<file path="src/prot_regs.svh">
// Register map, field positions, reset values and counts of the flash protection block
`ifndef PROT_REGS_SVH
`define PROT_REGS_SVH

`define ADDR_STATUS 32'hFFFF0E80
`define ADDR_MODE 32'hFFFF0E84
`define ADDR_COMMAND 32'hFFFF0E88
`define ADDR_DATA 32'hFFFF0E8C
`define ADDR_ADDRESS 32'hFFFF0E90
`define ADDR_LOCK 32'hFFFF0E9C
`define ADDR_WORK 32'hFFFF0EA0

`define RST_WORK 32'hFFFFFFFF
`define RST_LOCK 32'h00000000
`define RST_MODE 16'h0000
`define RST_DATA 16'h0000
`define RST_ADDRESS 16'h0000

`define KEY_ERASED 32'hFFFFFFFF
`define KEY_PERMANENT 32'hDEADDEAD

`define CMD_WRITE 8'h02
`define CMD_PAGE_ERASE 8'h05
`define CMD_MASS_ERASE 8'h06
`define CMD_KEY_WRITE 8'h0C

`define MODE_LOCK_HI 6
`define MODE_LOCK_LO 5
`define MODE_LOCK_PATTERN 2'h2
`define MODE_EW_ENABLE 3

`define STA_PASS 0
`define STA_FAIL 1
`define STA_BUSY 2

`define DBG_READ_BIT 31
`define HIGH_GROUP_BIT 30
`define HIGH_GROUP_FIRST_PAGE 7'h78
`define GROUP_SHIFT 2
`define PAGE_LSB 9
`define PAGE_MSB 15

`define NV_KEY_IDX 1'h0
`define NV_PATTERN_IDX 1'h1
`define KEY_WRITE_CYCLES 16

`endif
</file>
<file path="src/prot_pkg.sv">
// Types shared by the flash protection block
package prot_pkg;

   typedef enum logic [2:0] {
      ST_BOOT_KEY,
      ST_BOOT_PATTERN,
      ST_BOOT_APPLY,
      ST_IDLE,
      ST_KEY_PATTERN,
      ST_KEY_BUSY
   } state_t;

endpackage : prot_pkg

</file>
<file path="src/nv_if.sv">
// Port bundle between the protection controller and its non-volatile store
`timescale 1ns/1ps
interface nv_if #(
   parameter int W = 32
);
   logic idx;
   logic we;
   logic erase;
   logic [W-1:0] wdata;
   logic [W-1:0] rdata;

   modport ctrl (output idx, output we, output erase, output wdata, input rdata);
   modport mem (input idx, input we, input erase, input wdata, output rdata);
endinterface : nv_if

</file>
<file path="src/flash_protect.sv">
// Protection and key lock controller for the second flash block
`include "prot_regs.svh"
`timescale 1ns/1ps
module flash_protect #(
   parameter int KEY_WRITE_CYCLES = `KEY_WRITE_CYCLES
) (
   input wire logic clk_i, // System clock, 100 MHz
   input wire logic reset_n_i, // Async reset, active low
   input wire logic ce_i, // Clock enable, freezes state when low
   input wire logic [31:0] bus_addr_i, // Register byte address
   input wire logic bus_wr_i, // Write strobe
   input wire logic bus_rd_i, // Read strobe
   input wire logic [31:0] bus_wdata_i, // Write data
   output logic [31:0] bus_rdata_o, // Read data, one cycle after strobe
   output logic dbg_read_allow_o, // Debug port may read the block
   output logic array_write_o, // Halfword program pulse
   output logic array_page_erase_o, // Page erase pulse
   output logic array_mass_erase_o, // Mass erase pulse
   output logic [15:0] array_addr_o, // Array byte address
   output logic [15:0] array_data_o // Array program data
);
   logic [1:0] rst_sync_q;
   logic rst_n;

   // Reset release is kept free of the clock enable so it cannot hang
   always_ff @(posedge clk_i or negedge reset_n_i) begin
      if (!reset_n_i) begin
         rst_sync_q <= 2'h0;
      end else begin
         rst_sync_q <= {rst_sync_q[0], 1'h1};
      end
   end
   assign rst_n = rst_sync_q[1];

   nv_if #(.W(32)) nv ();

   nv_store #(.W(32), .ERASED(`KEY_ERASED)) u_store (
      .clk_i(clk_i),
      .ce_i(ce_i),
      .port(nv)
   );

   logic [31:0] work_q, work_d;
   logic [31:0] lock_q, lock_d;
   logic [31:0] key_q, key_d;
   logic [15:0] mode_q, mode_d;
   logic [15:0] addr_q, addr_d;
   logic [15:0] data_q, data_d;
   logic pass_q, pass_d;
   logic fail_q, fail_d;
   logic [31:0] rdata_q, rdata_d;
   logic [15:0] cnt_q, cnt_d;
   logic wr_q, wr_d;
   logic pe_q, pe_d;
   logic me_q, me_d;
   prot_pkg::state_t state_q, state_d;

   logic page_writable;
   logic dbg_ok;

   page_guard u_guard (
      .work_i(work_q),
      .page_i(addr_q[`PAGE_MSB:`PAGE_LSB]),
      .page_writable_o(page_writable),
      .dbg_read_ok_o(dbg_ok)
   );

   // Supplied key is whatever sits in the address and data registers
   function automatic logic key_accepted(input logic [31:0] saved, input logic [31:0] given);
      if (saved == `KEY_ERASED) begin
         key_accepted = 1'b1;
      end else if (saved == `KEY_PERMANENT) begin
         key_accepted = 1'b0;
      end else begin
         key_accepted = (given == saved);
      end
   endfunction : key_accepted

   logic [31:0] supplied_key;
   logic busy;
   logic ew_en;
   logic lock_mode;
   logic is_wr;
   logic set_pass;
   logic set_fail;
   logic prot_write;
   logic [7:0] cmd;

   assign supplied_key = {addr_q, data_q};
   assign busy = (state_q != prot_pkg::ST_IDLE);
   assign ew_en = mode_q[`MODE_EW_ENABLE];
   assign lock_mode = (mode_q[`MODE_LOCK_HI:`MODE_LOCK_LO] == `MODE_LOCK_PATTERN);
   assign cmd = bus_wdata_i[7:0];

   always_comb begin
      work_d = work_q;
      lock_d = lock_q;
      key_d = key_q;
      mode_d = mode_q;
      addr_d = addr_q;
      data_d = data_q;
      cnt_d = cnt_q;
      state_d = state_q;
      wr_d = 1'b0;
      pe_d = 1'b0;
      me_d = 1'b0;
      set_pass = 1'b0;
      set_fail = 1'b0;
      prot_write = 1'b0;
      is_wr = bus_wr_i && !busy;
      nv.idx = `NV_KEY_IDX;
      nv.we = 1'b0;
      nv.erase = 1'b0;
      nv.wdata = supplied_key;

      case (state_q)
         // fetch key then pattern after reset
         prot_pkg::ST_BOOT_KEY: begin
            nv.idx = `NV_KEY_IDX;
            state_d = prot_pkg::ST_BOOT_PATTERN;
         end
         prot_pkg::ST_BOOT_PATTERN: begin
            nv.idx = `NV_PATTERN_IDX;
            key_d = nv.rdata;
            state_d = prot_pkg::ST_BOOT_APPLY;
         end
         prot_pkg::ST_BOOT_APPLY: begin
            nv.idx = `NV_PATTERN_IDX;
            if (key_q != `KEY_ERASED) begin
               work_d = nv.rdata;
            end
            state_d = prot_pkg::ST_IDLE;
         end
         prot_pkg::ST_KEY_PATTERN: begin
            nv.idx = `NV_PATTERN_IDX;
            nv.we = 1'b1;
            nv.wdata = lock_q;
            state_d = prot_pkg::ST_KEY_BUSY;
         end
         prot_pkg::ST_KEY_BUSY: begin
            // busy held for the key write
            if (cnt_q == 16'(KEY_WRITE_CYCLES - 1)) begin
               key_d = supplied_key;
               set_pass = 1'b1;
               state_d = prot_pkg::ST_IDLE;
            end else begin
               cnt_d = cnt_q + 16'h0001;
            end
         end
         prot_pkg::ST_IDLE: begin
         end
         default: state_d = prot_pkg::ST_IDLE;
      endcase

      // Protection and command writes during a busy phase are refused
      if (bus_wr_i && busy && (bus_addr_i == `ADDR_WORK || bus_addr_i == `ADDR_LOCK
                               || bus_addr_i == `ADDR_COMMAND)) begin
         set_fail = 1'b1;
      end

      if (is_wr) begin
         case (bus_addr_i)
            `ADDR_MODE: mode_d = bus_wdata_i[15:0];
            `ADDR_ADDRESS: addr_d = bus_wdata_i[15:0];
            `ADDR_DATA: data_d = bus_wdata_i[15:0];
            `ADDR_WORK, `ADDR_LOCK: prot_write = 1'b1;
            `ADDR_COMMAND: begin
               case (cmd)
                  `CMD_KEY_WRITE: begin
                     if (ew_en && lock_mode && key_accepted(key_q, supplied_key)) begin
                        nv.idx = `NV_KEY_IDX;
                        nv.we = 1'b1;
                        nv.wdata = supplied_key;
                        cnt_d = 16'h0000;
                        state_d = prot_pkg::ST_KEY_PATTERN;
                     end else begin
                        set_fail = 1'b1;
                     end
                  end
                  `CMD_WRITE, `CMD_PAGE_ERASE: begin
                     if (ew_en && page_writable) begin
                        wr_d = (cmd == `CMD_WRITE);
                        pe_d = (cmd == `CMD_PAGE_ERASE);
                        set_pass = 1'b1;
                     end else begin
                        set_fail = 1'b1;
                     end
                  end
                  `CMD_MASS_ERASE: begin
                     if (ew_en) begin
                        nv.erase = 1'b1;
                        key_d = `KEY_ERASED;
                        work_d = `RST_WORK;
                        me_d = 1'b1;
                        set_pass = 1'b1;
                     end else begin
                        set_fail = 1'b1;
                     end
                  end
                  default: set_fail = 1'b1;
               endcase
            end
            default: ;
         endcase
      end

      // protection registers need the saved key
      if (prot_write) begin
         if (key_accepted(key_q, supplied_key)) begin
            if (bus_addr_i == `ADDR_WORK) begin
               work_d = bus_wdata_i;
            end else begin
               lock_d = bus_wdata_i;
            end
         end else begin
            set_fail = 1'b1;
         end
      end

      // status read clears, a new event wins
      pass_d = set_pass || (pass_q && !(bus_rd_i && bus_addr_i == `ADDR_STATUS));
      fail_d = set_fail || (fail_q && !(bus_rd_i && bus_addr_i == `ADDR_STATUS));

      rdata_d = rdata_q;
      if (bus_rd_i) begin
         case (bus_addr_i)
            `ADDR_STATUS: rdata_d = {29'h0, busy, fail_q, pass_q};
            `ADDR_MODE: rdata_d = {16'h0, mode_q};
            `ADDR_ADDRESS: rdata_d = {16'h0, addr_q};
            `ADDR_DATA: rdata_d = {16'h0, data_q};
            `ADDR_LOCK: rdata_d = lock_q;
            `ADDR_WORK: rdata_d = work_q;
            default: rdata_d = 32'h00000000;
         endcase
      end
   end

   always_ff @(posedge clk_i or negedge rst_n) begin
      if (!rst_n) begin
         work_q <= `RST_WORK;
         lock_q <= `RST_LOCK;
         key_q <= `KEY_ERASED;
         mode_q <= `RST_MODE;
         addr_q <= `RST_ADDRESS;
         data_q <= `RST_DATA;
         pass_q <= 1'b0;
         fail_q <= 1'b0;
         rdata_q <= 32'h00000000;
         cnt_q <= 16'h0000;
         wr_q <= 1'b0;
         pe_q <= 1'b0;
         me_q <= 1'b0;
         state_q <= prot_pkg::ST_BOOT_KEY;
      end else if (ce_i) begin
         work_q <= work_d;
         lock_q <= lock_d;
         key_q <= key_d;
         mode_q <= mode_d;
         addr_q <= addr_d;
         data_q <= data_d;
         pass_q <= pass_d;
         fail_q <= fail_d;
         rdata_q <= rdata_d;
         cnt_q <= cnt_d;
         wr_q <= wr_d;
         pe_q <= pe_d;
         me_q <= me_d;
         state_q <= state_d;
      end
   end

   assign bus_rdata_o = rdata_q;
   assign dbg_read_allow_o = dbg_ok;
   assign array_write_o = wr_q;
   assign array_page_erase_o = pe_q;
   assign array_mass_erase_o = me_q;
   assign array_addr_o = addr_q;
   assign array_data_o = data_q;
endmodule : flash_protect

</file>
<file path="src/nv_store.sv">
// Two-word non-volatile store for the saved key and the committed protection pattern
`timescale 1ns/1ps
module nv_store #(
   parameter int W = 32,
   parameter logic [W-1:0] ERASED = '1
) (
   input wire logic clk_i, // System clock
   input wire logic ce_i, // Clock enable
   nv_if.mem port // Store port
);
   // No reset: contents must survive every reset; simulation starts erased
   logic [W-1:0] mem_q [2] = '{default: ERASED};
   logic [W-1:0] mem_d [2];
   logic [W-1:0] rdata_q = '0;
   logic [W-1:0] rdata_d;

   always_comb begin
      mem_d = mem_q;
      if (port.erase) begin
         mem_d[0] = ERASED;
         mem_d[1] = ERASED;
      end else if (port.we) begin
         mem_d[port.idx] = port.wdata;
      end
      rdata_d = mem_q[port.idx];
   end

   always_ff @(posedge clk_i) begin
      if (ce_i) begin
         mem_q <= mem_d;
         rdata_q <= rdata_d;
      end
   end

   assign port.rdata = rdata_q;
endmodule : nv_store

</file>
<file path="src/page_guard.sv">
// Maps a page to its protection bit and exposes the debug read permission
`include "prot_regs.svh"
`timescale 1ns/1ps
module page_guard (
   input wire logic [31:0] work_i, // Working protection pattern
   input wire logic [6:0] page_i, // Target page
   output logic page_writable_o, // Page may be written or erased
   output logic dbg_read_ok_o // Debug port may read the block
);
   function automatic logic [4:0] group_of(input logic [6:0] page);
      logic [6:0] g;
      g = page >> `GROUP_SHIFT;
      if (page >= `HIGH_GROUP_FIRST_PAGE) begin
         group_of = 5'(`HIGH_GROUP_BIT);
      end else begin
         group_of = g[4:0];
      end
   endfunction : group_of

   assign page_writable_o = work_i[group_of(page_i)];
   assign dbg_read_ok_o = work_i[`DBG_READ_BIT];
endmodule : page_guard

</file>
<file path="config.mk">
export PLATFORM = sky130hd
export DESIGN_NAME = flash_protect
export DESIGN_NICKNAME = d
export VERILOG_FILES = /design/src/prot_pkg.sv /design/src/nv_if.sv /design/src/flash_protect.sv /design/src/nv_store.sv /design/src/page_guard.sv
export VERILOG_INCLUDE_DIRS = /design/src
export SDC_FILE = /design/constraint.sdc
export NUM_CORES = 1
export LEC_CHECK = 0
export ABC_AREA = 1
export BUFFER_PORTS_ARGS = -buffer_cell sky130_fd_sc_hd__buf_4
export CAP_MARGIN = 20
export CORE_MARGIN = 2
export CORE_UTILIZATION = 50
export DETAILED_ROUTE_END_ITERATION = 6
export PLACE_DENSITY = 0.69
export SLEW_MARGIN = 40
export SYNTH_ARGS = -nofsm -noshare
export SYNTH_HDL_FRONTEND = slang
export SYNTH_SLANG_ARGS = --single-unit
</file>
<file path="constraint.sdc">
create_clock -name clk_i -period 17.6 [get_ports clk_i]
set_clock_uncertainty 0.05 [all_clocks]
set_input_delay 3.52 -clock clk_i [delete_from_list [all_inputs] [get_ports clk_i]]
set_output_delay 3.52 -clock clk_i [all_outputs]
set_load 0.1 [all_outputs]
</file>
==> metrics.cfg, run 1 <==
[status]
status=finished with violations
violations=DRC

[floorplanning]
die_area_um2=33200
core_region_area_um2=31400
die_h_um=182
initial_core_util=0.505
ios=137
row_count=65
die_x_um=182

[synth]
ys_ff_latch=298
syn_nets=2078
synth_edf_count=96
synth_cell_types=46
syn-cell-area_um2=15900
yosysSeqAreaShare=0.505
synthTopCellsByArea=dfrtp_1 (22%), edfxtp_1 (18%), nand2_1 (14%)
synth_cells=2008
yosysTopAreaCell=dfrtp_1
async_reset_ff_frac=0.678
synth_top_area_share=0.218
yosysWarnings=0
synth.avg_cell_area_um2=7.90
synthFlopType=dfrtp_1

[power]
power.density_nw_per_um2=103
ir_worst_vdd_uv=101
cellLeakagePower_nw=8.22

[sta]
drv_slew=0
timing.final.crit_share=0.340
period_needed_ns=5.98
layout_setup_ws_ns=11.62
max_clock_freq_mhz=167
hold_violations=0
worst_pin_slew_ns=0.825
tns_ns=0
relSlewSlack=0.450
setup_viol=0
hold_slack_ns=0.246
rsz0062_at_grt=false

[worst_setup_path]
ff2ff_path_depth=12
crit_start=bus_addr_i[23]
path_max_fanout=65
r2r-start=array_addr_o[12]
reg2reg_to=u_store.mem_q[22]
start_kind=primary input
r2r_slack_ns=14.07
cp_data_arrival_time_ns=6.13
crit_chain=buf_4, nand4_1, nor4_4, buf_4, nand4_1, nor2_1, inv_1, a31oi_4, buf_6
crit_required_ns=17.75
path_class=in -> reg
slowest_delay_ns=0.61
cp-end-kind=register
critical-path-slowest-cell=buf_4

[cts]
post_cts_buffers=0
cts_buffers=31
clock_sinks=298
clkLatencyLatePin_ns=0.59
cts_max_level=1
cts_max_path_buffers=3
tritoncts=yes
cts_root_buffer=clkbuf_16
ctsResizeCount=0
path_clk_slew_ns=0.07
ctsHoldBuffers=0

[worst_hold_path]
hp-class=reg -> async

[drt]
route.detailed.drc=3
drt-wirelength-per-cell_um=21.3
vias_per_cell=6.00
first_pass_iters=7
drtAntennaViolNets=0
drt_iter0_drc=2073
routed_wl_mm=53.3
num_vias=15050

[place]
hpwl_mm=36.5
place_congestion=0.974
place.port_buffers=136
place_ws_ns=10.94
dp.cells=2449

[grt]
grt_first_pass_wirelength_mm=82.1
antenna_found_initial=1
grt_max_degree=98
overflow=0
grt_pass1_vias=13883
grtUsageTotal=0.320

[run]
cap_violations=0

[cells_and_area]
utilization=0.578
most-common-layout-cells=nand2_1 (606), nand3_1 (243), inv_1 (168)
syn2layout_area_growth_pct=14.4
drive_above_1_share=0.148
layout.cells.non_filler=2509
nets=2150
layout_commonest_cell=nand2_1

cells by family after synthesis:
kind of cell | after synthesis | share of synthesized area
buffers and inverters | 299 | 0.0742
DFF | 298 | 0.505
AOI/OAI and AO/OA | 345 | 0.122
adders and majority gates | 1 | 0.000789
other | 1 | 0.000236
xor gates and xnor gates | 26 | 0.0144
and+or+nand+nor | 1038 | 0.283
per-stage QoR:
| step | instance area (µm²) | power, mW |
|---|---|---|
| final | 18200 | 1.88 |
| after global routing | 18100 | 1.96 |
| after CTS | 18100 | 1.87 |
| after detailed placement | 17200 | 1.24 |
| after global placement | 17100 | 1.23 |
| after floorplan | 15900 | 1.13 |
registers in the layout, summed over array words and instances, names as in the netlist, 32 cells and up:
| signal | flops |
|---|---|
| lock_q | 32 |
| u_store.port.rdata | 32 |
| work_q | 32 |
| key_q | 32 |
| bus_rdata_o | 32 |
| u_store.mem_q | 64 |
synthesized netlist by cell type, types with 5 or more instances:
| library cell | instances |
|---|---|
| nand2_1 | 608 |
| xor2_1 | 11 |
| edfxtp_1 | 96 |
| buf_1 | 8 |
| inv_2 | 8 |
| o21ai_0 | 146 |
| nand3_1 | 244 |
| a31oi_1 | 9 |
| dfstp_2 | 64 |
| buf_2 | 26 |
| a21oi_1 | 54 |
| xnor2_1 | 15 |
| inv_1 | 168 |
| o22ai_1 | 19 |
| nor3_1 | 21 |
| nor3b_1 | 11 |
| o221ai_1 | 24 |
| nand4_1 | 45 |
| o211ai_1 | 14 |
| o21ai_2 | 5 |
| nor2_1 | 89 |
| clkbuf_1 | 83 |
| dfrtp_1 | 138 |
| o21ai_1 | 67 |
area by class of cell:
cell class	count	area [µm²]
Fill cell	2849	13200
Sequential cell	298	8020
Multi-Input combinational cell	1411	6740
Timing Repair Buffer	160	1240
Clock buffer	49	918
Inverter	178	668
Tap cell	402	503
Clock inverter	9	56.3
Antenna cell	2	5.00
worst max-delay path: cells and delay by family:
| kind | cells | cell delay [ns] |
|---|---|---|
| and+or+nand+nor | 4 | 1.03 |
| buffers and inverters | 4 | 1.33 |
| AOI/OAI and AO/OA | 1 | 0.20 |
routing by layer:
| metal | vias up | part of all wire | global-route usage |
|---|---|---|---|
| li1 | 6883 | - | - |
| met1 | 7102 | 0.41 | 0.474 |
| met2 | 921 | 0.43 | 0.465 |
| met3 | 144 | 0.12 | 0.0633 |
| met4 | 0 | 0.040 | 0.124 |
| met5 | - | 0 | 0 |
power breakdown:
| part | total [mW] | switching (mW) | internal [mW] |
|---|---|---|---|
| clock | 0.640 | 0.283 | 0.358 |
| sequential | 0.899 | 0.0738 | 0.826 |
| combinational | 0.338 | 0.218 | 0.120 |
| total | 1.88 | 0.575 | 1.30 |
worst max path at each step:
stage,to,slack (ns),cells past startpoint
global placement,u_store.mem_q[41],10.99,9
CTS,u_store.mem_q[22],11.51,9
floorplan,u_store.mem_q[0],9.28,11
finish,u_store.mem_q[22],11.62,9
global route,work_q[23],11.42,11
detailed placement,u_store.mem_q[41],10.94,9
No activity file was read; power rests on OpenSTA's default activity.
==> inputs of run 2 (changes only) <==
- clock period: 17.6 -> 5.9 ns (I/O delays scaled with it)
==> run 2 against run 1 <==
  * Largest cell class unchanged
  * Design area is essentially flat
  * Critical path type unchanged
  * First-iteration DRC count is 3.0% higher
  * Sequential power grew to 3.0 times the previous value
  * The run still ends with DRC left
  * Global-route usage about the same
  * Largest power group unchanged
==> metrics.cfg, run 2 (synthesis gave the netlist of run 1 again) <==
[drt]
routed_wl_mm=53.6  ; was 53.3 mm
drtAntennaViolNets=0  ; unchanged
vias_per_cell=5.99  ; was 6.00
route.detailed.drc=2  ; was 3
drt-wirelength-per-cell_um=21.4  ; was 21.3 µm
first_pass_iters=7  ; unchanged
num_vias=14999  ; was 15050
drt_iter0_drc=2135  ; was 2073

[cts]
ctsResizeCount=0  ; unchanged
clock_sinks=298  ; unchanged
tritoncts=yes  ; unchanged
cts_max_level=1  ; unchanged
cts_buffers=31  ; unchanged
ctsHoldBuffers=0  ; unchanged
clkLatencyLatePin_ns=0.57  ; was 0.59 ns
cts_root_buffer=clkbuf_16  ; unchanged
cts_max_path_buffers=3  ; unchanged
post_cts_buffers=0  ; unchanged
path_clk_slew_ns=0.06  ; was 0.07 ns

[run]
cap_violations=0  ; unchanged

[cells_and_area]
fillers=2899  ; was 2849
syn2layout_area_growth_pct=14.4  ; about the same
fin_area_um2=18200  ; about the same
nets=2150  ; unchanged
layout_commonest_cell=nand2_1  ; unchanged
num_antenna_cells=0  ; was 2
regMostFlops=u_store.mem_q  ; unchanged
largest_register_ffs=64  ; unchanged
multi_input_area_um2=6750  ; was 6740 µm²
drive_above_1_share=0.148  ; about the same
most-common-layout-cells=nand2_1 (606), nand3_1 (243), inv_1 (168)  ; unchanged
regArea_um2=8020  ; unchanged

[power]
switchingPower_mw=1.71  ; was 575 µW
p_comb_frac=0.179  ; was 0.180
sw_frac_of_total=0.305  ; was 0.306
power.density_nw_per_um2=309  ; was 103 nW/µm²
p_seq_frac=0.480  ; was 0.479
ir_worst_vdd_uv=231  ; was 101 µV
cellLeakagePower_nw=8.23  ; was 8.22 nW
clock_power_share=0.341  ; about the same
p_int_mw=3.90  ; was 1.30 mW

[worst_setup_path]
cp-end-kind=register  ; unchanged
r2r_slack_ns=2.35  ; was 14.07 ns
start_kind=primary input  ; unchanged
path_class=in -> reg  ; unchanged
path_max_fanout=64  ; was 65
cp_data_arrival_time_ns=3.78  ; was 6.13 ns
crit_required_ns=6.04  ; was 17.75 ns

[place]
hpwl_mm=37.1  ; was 36.5 mm
dpl_cell_area_um2=17200  ; about the same
place_congestion=0.953  ; was 0.974
place.port_buffers=136  ; unchanged

[grt]
grt_max_degree=130  ; was 98
grtUsageTotal=0.320  ; about the same
antenna_found_initial=1  ; unchanged
overflow=0  ; unchanged
grt_pass1_vias=13801  ; was 13883
grt_first_pass_wirelength_mm=81.7  ; was 82.1 mm

[sta]
period_needed_ns=3.63
relSlewSlack=0.473  ; was 0.450
hold_violations=0  ; unchanged
hold_slack_ns=0.241  ; was 0.246 ns
timing.final.crit_share=0.616
worst_pin_slew_ns=0.791  ; was 0.825 ns
rsz0062_at_grt=false  ; unchanged
max_clock_freq_mhz=275
setup_viol=0  ; unchanged
tns_ns=0  ; unchanged
drv_slew=0  ; unchanged

[floorplanning]
row_count=65  ; unchanged
initial_core_util=0.505  ; unchanged
core_region_area_um2=31400  ; unchanged
die_x_um=182  ; unchanged
ios=137  ; unchanged
die_h_um=182  ; unchanged
die_area_um2=33200  ; unchanged

[status]
violations=DRC  ; unchanged
status=finished with violations  ; unchanged

[worst_hold_path]
hp-class=reg -> async  ; unchanged

==> run 2: worst paths after layout <==
| path | from | to | depth (start not counted) |
|---|---|---|---|
| setup / recovery | bus_wdata_i[5] | u_store.mem_q[40] | 13 |
| hold reg to reg | rst_sync_q[1] | array_data_o[10] | 0 |
| setup reg to reg | array_addr_o[12] | u_store.mem_q[40] | 12 |
| hold / removal | rst_sync_q[1] | array_data_o[10] | 0 |
| max in group asynchronous | rst_sync_q[1] | cnt_q[14] | 1 |
| min in group clk_i | rst_sync_q[0] | rst_sync_q[1] | 0 |
==> run 2: critical path: stages <==
cell and delay, ns:
buf_4 0.11, inv_1 0.21, nand4_1 0.20, nor2_1 0.17, nand3_1 0.14, inv_1 0.12
nand2_1 0.08, nor2_1 0.25, inv_1 0.09, nor2_1 0.33, inv_1 0.14, a31oi_4 0.20
buf_6 0.49
==> run 2: metal layers <==
metal / vias to the layer above / wire length [µm] / track usage
li1: 6874 / - / -
met1: 7133 / 22400 / 0.458
met2: 868 / 23100 / 0.473
met3: 120 / 6090 / 0.0812
met4: 4 / 2000 / 0.115
met5: - / 16 / 0
==> run 2: per-stage QoR <==
stage,cells,setup WS [ns],total power [mW],utilization
floorplan,2008,1.24,3.37,-
global placement,2448,1.79,3.66,0.545
detailed placement,2449,1.62,3.70,0.547
CTS,2506,2.21,5.60,0.578
global route,2506,2.13,5.85,0.578
finish,2506,2.27,5.60,0.578
==> run 2: power by group through the flow <==
| stage | logic, mW | clock network, mW | registers [mW] |
|---|---|---|---|
| 2_1_floorplan | 0.718 | 0 | 2.65 |
| 3_3_place_gp | 0.953 | 0 | 2.71 |
| 3_5_place_dp | 0.986 | 0 | 2.71 |
| 4_1_cts | 0.994 | 1.93 | 2.67 |
| 5_1_grt | 1.13 | 2.02 | 2.71 |
| 6_report | 1.00 | 1.91 | 2.69 |
==> run 2: area by class of cell <==
type	instances	area share
Clock buffer	44	0.0484
Clock inverter	13	0.00545
Inverter	178	0.0368
Multi-Input combinational cell	1411	0.372
Sequential cell	298	0.442
Tap cell	402	0.0277
Timing Repair Buffer	160	0.0680
==> inputs of run 3 (changes only) <==
- PLACE_DENSITY: 0.69 -> 0.71
- clock period: 5.9 -> 3.2 ns (I/O delays scaled with it)
==> run 3 against run 2 <==
  * Via count increased by 0.93%
  * Critical path type is now reg -> reg
  * Final cell count increased by 1.4%
  * Sequential power increased by 84%
  * First-iteration DRC count decreased by 8.4%
  * Highest routed layer unchanged
  * Worst setup slack got worse by 1.9 ns
  * Die area unchanged
  * Combinational power increased by 88%
  * The run now ends clean
  * Design area increased by 2.2%
  * Register-to-register slack got worse by 2.0 ns
  * Global-route usage decreased by 0.56 points
==> metrics.cfg, run 3 (synthesis gave the netlist of run 1 again) <==
[cells_and_area]
syn2layout_area_growth_pct=16.9  ; was 14.4%
layout_commonest_cell=nand2_1  ; unchanged
drive_above_1_share=0.176  ; was 0.148
utilization=0.591  ; was 0.578
layout.cells.non_filler=2540  ; was 2506
nets=2181  ; was 2150
multi_input_area_um2=6730  ; was 6750 µm²
most-common-layout-cells=nand2_1 (607), nand3_1 (244), buf_4 (181)  ; was nand2_1 (606), nand3_1 (243), inv_1 (168)
fillers=2805  ; was 2899
regArea_um2=8060  ; was 8020 µm²
regMostFlops=u_store.mem_q  ; unchanged
largest_register_ffs=64  ; unchanged

[sta]
period_needed_ns=2.87
timing.final.crit_share=0.897
drv_slew=0  ; unchanged
max_clock_freq_mhz=348
hold_violations=0  ; unchanged
hold_slack_ns=0.273  ; was 0.241 ns
tns_ns=0  ; unchanged
relSlewSlack=0.489  ; was 0.473
worst_pin_slew_ns=0.766  ; was 0.791 ns
setup_viol=0  ; unchanged
rsz0062_at_grt=false  ; unchanged

[power]
power.density_nw_per_um2=566  ; was 309 nW/µm²
ir_worst_vdd_uv=422  ; was 231 µV
cellLeakagePower_nw=8.37  ; was 8.23 nW
power_mw=10.5  ; was 5.60 mW

[run]
cap_violations=0  ; unchanged

[place]
place_congestion=0.955  ; was 0.953
place.port_buffers=136  ; unchanged
hpwl_mm=36.7  ; was 37.1 mm
dp.cells=2479  ; was 2449

[worst_setup_path]
crit_required_ns=3.64  ; was 6.04 ns
path_class=reg -> reg  ; was in -> reg
slowest_delay_ns=0.57  ; was 0.49 ns
critical-path-slowest-cell=dfstp_2  ; was buf_6
cp-end-kind=register  ; unchanged
cp_data_arrival_time_ns=3.31  ; was 3.78 ns
crit_chain=nand2_1, nor2_1, nand4_1, nor2_1, nand2_1, nand3_1, o21ai_4, buf_4, nand3_4, buf_4, nand4_1, o211ai_1, o21ai_0  ; was buf_4, inv_1, nand4_1, nor2_1, nand3_1, inv_1, nand2_1, nor2_1, inv_1, nor2_1, inv_1, a31oi_4, buf_6
path_max_fanout=64  ; unchanged
start_kind=register  ; was primary input

[drt]
num_vias=15138  ; was 14999
first_pass_iters=6  ; was 7
drt_iter0_drc=1955  ; was 2135
route.detailed.drc=0  ; was 2
routed_wl_mm=52.2  ; was 53.6 mm
drt-wirelength-per-cell_um=20.6  ; was 21.4 µm
vias_per_cell=5.96  ; was 5.99
drtAntennaViolNets=0  ; unchanged

[grt]
grt_first_pass_wirelength_mm=81.2  ; was 81.7 mm
grt_max_degree=97  ; was 130
antenna_found_initial=1  ; unchanged
grt_pass1_vias=14186  ; was 13801
overflow=0  ; unchanged
grtUsageTotal=0.315  ; was 0.320

[cts]
cts_max_path_buffers=3  ; unchanged
ctsHoldBuffers=1  ; was 0
clkLatencyLatePin_ns=0.59  ; was 0.57 ns
post_cts_buffers=0  ; unchanged
cts_buffers=31  ; unchanged
clock_sinks=298  ; unchanged
path_clk_slew_ns=0.07  ; was 0.06 ns
tritoncts=yes  ; unchanged
ctsResizeCount=0  ; unchanged
cts_root_buffer=clkbuf_16  ; unchanged
cts_max_level=1  ; unchanged

[floorplanning]
die_x_um=182  ; unchanged
ios=137  ; unchanged
initial_core_util=0.505  ; unchanged
die_h_um=182  ; unchanged
row_count=65  ; unchanged
die_area_um2=33200  ; unchanged
core_region_area_um2=31400  ; unchanged

[worst_hold_path]
hp-class=in -> reg  ; was reg -> async

[status]
status=finished, final reports clean  ; was finished with violations

[run 3: area by class of cell]
class,count,area share
clock buffer,47,0.0496
antenna,2,0.000270
sequential,298,0.435
tap,402,0.0271
clock inverter,11,0.00600
inverter,178,0.0362
timing repair buffer,191,0.0831
multi-input combinational,1411,0.363
[run 3: per-layer routing]
| layer | track usage | up-vias | wire (µm) |
|---|---|---|---|
| li1 | - | 6938 | - |
| met1 | 0.446 | 7166 | 21100 |
| met2 | 0.466 | 893 | 22400 |
| met3 | 0.0816 | 139 | 6620 |
| met4 | 0.117 | 2 | 2100 |
| met5 | 0 | - | 19 |
[run 3: final timing paths]
kind	startpoint	to	slack (ns)	cells after the start
worst min register to register	rst_sync_q[0]	rst_sync_q[1]	0.31	0
worst max register to register	key_q[2]	work_q[10]	0.33	13
min in group asynchronous	reset_n_i	rst_sync_q[1]	0.33	2
max in group asynchronous	rst_sync_q[1]	key_q[24]	1.89	1
worst min-delay path	bus_wdata_i[31]	lock_q[31]	0.27	3
worst max-delay path	key_q[2]	work_q[10]	0.33	13
[run 3: critical path, delay by kind of cell, from the launching register on]
family                 cells  cell delay, ns
and+or+nand+nor            8            1.01
buffers and inverters      2            0.75
DFF                        1            0.57
AOI/OAI and AO/OA          3            0.37
[run 3: power by group]
group	switching, mW	total, mW	leakage, nW	internal [mW]
Combinational	1.19	1.88	4.45	0.693
Sequential	0.403	4.94	3.40	4.54
Clock	1.54	3.68	0.513	2.13
[run 3: metrics by stage]
stage / worst slack [ns] / cell area (µm²)
finish: 0.330 / 18500
global route: 0.120 / 18500
CTS: 0.389 / 18500
detailed placement: 0.143 / 17500
global placement: 0.151 / 17500
floorplan: -0.272 / 15900
